`src/bhp_params.svh`:
```
`ifndef BHP_PARAMS_SVH
`define BHP_PARAMS_SVH
// ****************************************
// Timing constants
// ****************************************
`define BHP_CLK_PERIOD_NS 10
`define BHP_SETTLE_NS 5000
`define BHP_SETTLE_CYC ((`BHP_SETTLE_NS + `BHP_CLK_PERIOD_NS - 1) / `BHP_CLK_PERIOD_NS)
`define BHP_INIT_NS 1000
`define BHP_INIT_CYC ((`BHP_INIT_NS + `BHP_CLK_PERIOD_NS - 1) / `BHP_CLK_PERIOD_NS)
`define BHP_LP_WAKE_DEF 16'h0100
`define BHP_CNT_W 16
// ****************************************
// Reset values
// ****************************************
`define BHP_RF_OFF 4'hF
`define BHP_FLOW_RST 1'b1
`endif

```
`src/bhp_pkg.sv`:
```
package bhp_pkg;
  typedef enum logic [2:0] {
    BHP_OFF, BHP_INIT, BHP_AWAKE, BHP_LOWPWR, BHP_SLEEP
  } bhp_state_e;
  typedef struct packed {
    logic tx;
    logic rx;
    logic pll;
    logic pa;
  } bhp_rf_s;
  typedef struct packed {
    logic [1:0] wake_sync;
    logic [1:0] pwr_sync;
    bhp_state_e st;
    logic [15:0] cnt;
    logic [15:0] settle;
    logic clk_ok;
    logic host_wake;
    logic host_wake_oe;
    logic clk_req;
    logic clk_req_oe;
    logic flow_n;
    logic flow_oe;
    logic awake;
    logic lp_osc;
    bhp_rf_s rf_pd;
  } bhp_state_s;
endpackage

```
`src/bhp_power_handshake.sv`:
```
`timescale 1ns/10ps
`include "bhp_params.svh"
module bhp_power_handshake #(
  parameter logic [15:0] SETTLE_CYC = 16'(`BHP_SETTLE_CYC),
  parameter logic [15:0] INIT_CYC = 16'(`BHP_INIT_CYC)
) (
  input wire logic sys_clk,
  input wire logic rst,
  input wire logic core_power_enable,
  input wire logic device_wake_in,
  input wire logic wake_in_active_high,
  input wire logic host_wake_active_high,
  input wire logic sleep_criteria_met,
  input wire logic host_attention_req,
  input wire logic bt_clk_need,
  input wire logic wlan_clk_need,
  input wire logic lp_mode_req,
  input wire logic [15:0] lp_wake_interval,
  input wire bhp_pkg::bhp_rf_s sw_rf_pd,
  input wire bhp_pkg::bhp_rf_s pkt_rf_pd,
  input wire logic pkt_rf_active,
  output logic host_wake_out,
  output logic host_wake_oe,
  output logic ref_clock_request,
  output logic ref_clock_request_oe,
  output logic uart_flow_ready_n,
  output logic uart_flow_ready_oe,
  output logic ref_clock_ok,
  output logic core_awake,
  output logic low_power_osc_sel,
  output bhp_pkg::bhp_rf_s rf_power_down
);
  import bhp_pkg::*;

  // Registered state and its next value
  bhp_state_s s_q, s_d;
  // Synchronised wake request, already polarity corrected
  logic wake_req;
  // Synchronised core power enable
  logic pwr_on;

  // ****************************************
  // Decode helpers
  // ****************************************
  // True in the one state where host traffic is accepted
  function automatic logic st_is_awake(input bhp_state_e st);
    st_is_awake = (st == BHP_AWAKE);
  endfunction

  // True in the timed low-power state on the slow oscillator
  function automatic logic st_is_lowpwr(input bhp_state_e st);
    st_is_lowpwr = (st == BHP_LOWPWR);
  endfunction

  // Pin level to logical assertion under the selected polarity
  function automatic logic level_asserted(input logic lvl, input logic hi);
    level_asserted = lvl ~^ hi;
  endfunction

  // Logical assertion to pin level under the selected polarity
  function automatic logic level_drive(input logic act, input logic hi);
    level_drive = act ~^ hi;
  endfunction

  // All four RF sections powered down, the safe idle setting
  function automatic bhp_rf_s rf_all_off();
    rf_all_off = `BHP_RF_OFF;
  endfunction

  // ****************************************
  // Next-state logic
  // ****************************************
  // One pass computes every field; shutdown overrides at the end
  always_comb begin
    s_d = s_q;
    // Two-stage synchronisers for the asynchronous pins
    s_d.wake_sync = {s_q.wake_sync[0], device_wake_in};
    s_d.pwr_sync = {s_q.pwr_sync[0], core_power_enable};
    // Only the second stage is read by the logic below
    wake_req = level_asserted(s_q.wake_sync[1],
      wake_in_active_high);
    pwr_on = s_q.pwr_sync[1];
    // ****************************************
    // Reference clock request and settling
    // ****************************************
    // Request raised for either radio; the clock is trusted only
    // after the settle counter saturates
    s_d.clk_req = bt_clk_need | wlan_clk_need;
    // Request low: restart the settle count
    if (!s_q.clk_req) begin
      s_d.settle = '0;
      s_d.clk_ok = 1'b0;
    end else if (s_q.settle >= SETTLE_CYC) begin
      // Settled: the clock may now be used
      s_d.clk_ok = 1'b1;
    end else begin
      s_d.settle = s_q.settle + 16'h0001;
    end
    // ****************************************
    // Power state machine
    // ****************************************
    case (s_q.st)
      // Powered off: wait for the synchronised enable,
      // then start initialisation from a clean count
      BHP_OFF: begin
        s_d.cnt = '0;
        if (pwr_on) begin
          s_d.st = BHP_INIT;
        end
      end
      // Initialisation: count out the start-up time,
      // flow control stays not-ready until it ends
      BHP_INIT: begin
        s_d.cnt = s_q.cnt + 16'h0001;
        if (s_q.cnt >= INIT_CYC) begin
          s_d.st = BHP_AWAKE;
        end
      end
      // Awake: leave only when the host releases wake
      // and the internal sleep criteria hold
      BHP_AWAKE: begin
        s_d.cnt = '0;
        if (!wake_req && sleep_criteria_met) begin
          s_d.st = lp_mode_req ? BHP_LOWPWR : BHP_SLEEP;
        end
      end
      // Connection low-power mode on the slow oscillator;
      // wake on the host request or when the interval expires
      BHP_LOWPWR: begin
        s_d.cnt = s_q.cnt + 16'h0001;
        if (wake_req || s_q.cnt >= lp_wake_interval) begin
          s_d.st = BHP_AWAKE;
        end
      end
      // Deep sleep: wake on the host request or when the
      // core itself needs the host's attention
      BHP_SLEEP: begin
        if (wake_req || host_attention_req) begin
          s_d.st = BHP_AWAKE;
        end
      end
      // Unused codes fall back to the safe off state,
      // which then restarts like a cold power-up
      default: begin
        s_d.st = BHP_OFF;
      end
    endcase
    // ****************************************
    // Registered outputs
    // ****************************************
    // Status flags mirror the next state so they change with it
    s_d.awake = st_is_awake(s_d.st);
    s_d.lp_osc = st_is_lowpwr(s_d.st);
    // Host wake follows attention need, polarity selectable
    s_d.host_wake = level_drive(host_attention_req,
      host_wake_active_high);
    // Flow control ready only once initialisation is complete
    s_d.flow_n = !st_is_awake(s_d.st);
    // RF power-downs from registers or packet handler; the packet
    // handler takes over while it marks a packet in flight
    if (st_is_awake(s_d.st)) begin
      if (pkt_rf_active) begin
        s_d.rf_pd = pkt_rf_pd;
      end else begin
        s_d.rf_pd = sw_rf_pd;
      end
    end else begin
      // Nothing runs the radio outside the awake state
      s_d.rf_pd = rf_all_off();
    end
    // Pin drivers enabled only while the core is powered
    s_d.host_wake_oe = pwr_on;
    s_d.clk_req_oe = pwr_on;
    s_d.flow_oe = pwr_on;
    // Shutdown: drop everything, outputs tristated
    if (!pwr_on) begin
      s_d.st = BHP_OFF;
      s_d.cnt = '0;
      s_d.settle = '0;
      s_d.clk_ok = 1'b0;
      s_d.awake = 1'b0;
      s_d.host_wake = 1'b0;
      s_d.clk_req = 1'b0;
      s_d.flow_n = 1'b1;
      s_d.lp_osc = 1'b0;
      s_d.rf_pd = rf_all_off();
    end
  end

  // ****************************************
  // State register
  // ****************************************
  // Asynchronous reset to the power-off values
  always_ff @(posedge sys_clk or posedge rst) begin
    if (rst) begin
      // Safe levels: drivers off, not ready, radio powered down
      s_q <= '{st: BHP_OFF, flow_n: `BHP_FLOW_RST,
               rf_pd: `BHP_RF_OFF,
               default: '0};
    end else begin
      s_q <= s_d;
    end
  end

  // ****************************************
  // Outputs
  // ****************************************
  // Every output is a field of the state register
  // Host wake pin and its driver enable
  assign host_wake_out = s_q.host_wake;
  assign host_wake_oe = s_q.host_wake_oe;
  // Reference clock request pin and its driver enable
  assign ref_clock_request = s_q.clk_req;
  assign ref_clock_request_oe = s_q.clk_req_oe;
  // Flow control pin, low means ready, and its driver enable
  assign uart_flow_ready_n = s_q.flow_n;
  assign uart_flow_ready_oe = s_q.flow_oe;
  // Internal status
  assign ref_clock_ok = s_q.clk_ok;
  assign core_awake = s_q.awake;
  assign low_power_osc_sel = s_q.lp_osc;
  // Power-down controls for TX, RX, PLL and PA
  assign rf_power_down = s_q.rf_pd;
endmodule

```
`config.mk`:
```
export PLATFORM = sky130hd
export DESIGN_NAME = bhp_power_handshake
export DESIGN_NICKNAME = d
export VERILOG_FILES = /design/src/bhp_pkg.sv /design/src/bhp_power_handshake.sv
export VERILOG_INCLUDE_DIRS = /design/src /design/src/src
export SDC_FILE = /design/constraint.sdc
export NUM_CORES = 1
export LEC_CHECK = 0
export ABC_AREA = 0
export CAP_MARGIN = 30
export CORE_MARGIN = 5
export CORE_UTILIZATION = 50
export DETAILED_ROUTE_END_ITERATION = 7
export DONT_BUFFER_PORTS = 1
export GPL_TIMING_DRIVEN = 0
export HOLD_SLACK_MARGIN = 0.02
export PLACE_DENSITY_LB_ADDON = 0.1
export SLEW_MARGIN = 20
export SYNTH_ARGS = -nofsm -noshare
export SYNTH_HDL_FRONTEND = slang
export SYNTH_SLANG_ARGS = --single-unit
```
`constraint.sdc`:
```
create_clock -name sys_clk -period 2.78 [get_ports sys_clk]
set_clock_uncertainty 0.2 [all_clocks]
set_input_delay 0.139 -clock sys_clk [delete_from_list [all_inputs] [get_ports sys_clk]]
set_output_delay 0.139 -clock sys_clk [all_outputs]
set_load 0.02 [all_outputs]
```
==> run metrics <==
Fin Setup TNS 0 ns; dpl cell area between 2000 and 3000 sq um; design area between 3000 and 4000 sq um; Via Count ~2100; Nets between 300 and 400; grt met1 use 0.221; Yosys reg bits 50; syn nets between 300 and 400; unrepaired setup endpoints after global routing no; setup bufs post-CTS 0; GP Congestion ~0.81; Fillers 497; Worst VDD drop ~370 uV; pre-CTS setup slack between 0.5 and 0.6 ns; antenna violations before repair 0; crit-path cells ha_1 > nand4_1 > nor3_1 > a2bb2oi_1 > a211oi_2 > and2_1; slowest cell delay on critical path about 0.54 ns; Final Power roughly 1.3 mW; final setup vio count 0; Critical Path Source s_q[40]; core area 5470 sq um; met2 usage 0.277; clock latency on the worst-skew pair 0.31 ns; Area contributors post-synth dfrtp_1 (40%), ha_1 (9.0%), o21ai_0 (5.0%); largest net degree at the start of global routing 32; chip height around 85 um; Pre-antenna DRT Iters 4; n_diodes 0; syn avg cell area about 9.4 sq um; Rows 27; Post-synth top flop dfrtp_1; worst hold slack about 0.067 ns; I/O Buffers 0; Layout Cells excl Fill ~400; CTS root buf clkbuf_8; Req. time, crit path ~2.8 ns; Distinct cells, synth between 40 and 50; setup slack after layout approximately 0.42 ns; M3 GR Usage 0.0481; total CTS buffers 5; PostCTS Resize Cnt 0; io pins ~50; Congestion Overflow GR 0; Hold Path Class input port to register; Die W ~85 um; combinational power share 0.088; count leader, synth dfrtp_1; initial DRC count 75; GR Util All Layers 0.169; fin. max-slew vios 0; Routed WL per cell approximately 15 um; final hold vios 0; Core Util, Final 0.580; Net Sw Frac 0.265; area leader, netlist dfrtp_1; Net Switching about 0.35 mW; register area share after synthesis 0.452; post-synthesis cell count roughly 300; Async S/R FF share, synth 1.00; drt total wl about 5.9 mm; P per Cell Area around 420 nW/um^2; share of layout cells above drive strength 1 0.0833; Pleak 1.48 nW; Worst setup SP type register; Initial Util 0.508; first-pass GRT wire length around 10 mm; area delta synth->final 14.2%; top-area cell type share of the netlist area 0.405; final worst path period share 0.848; Slowest-stage cell, CP a211oi_2; Post-DP HPWL between 4 and 5 mm; GRT busiest layer met2; CTS clk-pin slew, worst paths 0.11 ns; Sequential Power Share 0.565; mapped cell area around 2800 sq um; max-cap violations 0; H-tree Lvls 2; worst slew pin tran roughly 0.7 ns; Worst Path Max Fanout 8; clock share of power 0.347; reg2reg start s_q[40]; Max-slew headroom 0.539; # DRC 0; DR vias/cell 5.42; endpoint type of the worst setup path register; Post-synth EDFFs 0; Internal Dissipation ~0.98 mW; Max Clk Rate roughly 0.42 GHz; Die ar. 7150 sq um; Routed Antenna Nets 0; TritonCTS clock tree built; synth warn 0; Clock Tree Buf Depth 2; vias in the first global route 2064; min-delay src lp_mode_req; Worst EP arrival approximately 2.4 ns; Tmin final between 2 and 2.5 ns; Placed Cells 370; synth cell count leaders dfrtp_1 (45), nand2_1 (34), o21ai_0 (28), inv_1 (26), ha_1 (20); crit path kind register to register; status finished, final reports clean; CTS sink cnt 50
flip-flops by register name (all words and copies together), names as in the netlist:
register            count
rf_power_down           4
ref_clock_request       1
core_awake              1
low_power_osc_sel       1
s_q                    36
s_d                     2
pwr_on                  1
host_wake_out           1
uart_flow_ready_oe      1
ref_clock_ok            1
uart_flow_ready_n       1
layout make-up:
type / instances / area (sq um) / share of cell area
plain buffers: 13 / 71.3 / 0.0224
clock buffers: 5 / 68.8 / 0.0217
clock inverters: 3 / 28.8 / 0.00906
inverters: 26 / 97.6 / 0.0307
multi-input cells: 208 / 1360 / 0.427
flip-flops and latches: 50 / 1260 / 0.396
well taps: 72 / 90.1 / 0.0284
repair buffers: 19 / 208 / 0.0654
repair_timing:
action,4_1_cts,5_1_grt
hold endpoints to repair,35,0
hold buffers,18,0
setup endpoints to repair,0,0
critical path: cells and delay by family (launching register included):
| kind | cells | cell delay [ns] |
|---|---|---|
| adder cells (fa/ha/maj) | 1 | 0.34 |
| AO/OA/AOI/OAI | 2 | 0.66 |
| flip-flops | 1 | 0.48 |
| AND/OR/NAND/NOR | 3 | 0.61 |
path summary, 6_finish.rpt:
path                                endpoint  slack (ns)  cells after the start
setup / recovery                  core_awake        0.42                      6
hold / removal             low_power_osc_sel        0.07                      4
setup reg to reg                  core_awake        0.42                      6
hold reg to reg                       pwr_on        0.16                      0
max in group asynchronous            s_q[14]        1.66                      3
min in group asynchronous  ref_clock_request        0.18                      2
routing by layer:
metal | wire length (um) | vias to the layer above
met5 | 0 | -
met4 | 62 | 0
met3 | 226 | 4
met2 | 2940 | 38
met1 | 2700 | 1013
li1 | - | 1090
power groups by stage:
stage	clock [mW]	sequential, mW	combinational (mW)
after floorplan	0	0.761	0.0695
after global placement	0	0.764	0.0873
after detailed placement	0	0.764	0.0946
after CTS	0.471	0.750	0.116
after global routing	0.508	0.751	0.133
final	0.461	0.750	0.116
cell families after synthesis:
group                    count (synthesis)  synth area share
AND/OR/NAND/NOR                        113             0.215
AO/OA/AOI/OAI                           60             0.133
flip-flops                              50             0.452
buffers and inverters                   39            0.0607
adder cells (fa/ha/maj)                 20            0.0900
XOR/XNOR                                10            0.0315
multiplexers                             5            0.0180
cells in the final DEF (no fill, tap or decap), drive strengths merged:
cell type,instances
dfrtp,45
nand2,34
o21ai,28
inv,28
ha,20
nor2,19
dlygate4sd3,18
nand3,14
clkbuf,11
nand4,10
a21oi,9
and3,8
xnor2,8
buf,8
nor3,7
a31oi,6
nor4,6
mux2i,5
dfstp,5
and2,5
nor2b,4
or3,3
o211ai,3
xor2,2
o21a,2
o22ai,2
nand2b,2
o41ai,1
a22o,1
o311ai,1
a21o,1
a41o,1
nor3b,1
a2bb2oi,1
a2111oi,1
a41oi,1
o32ai,1
a211oi,1
clkinv,1
(Power assumes the default switching activity.)
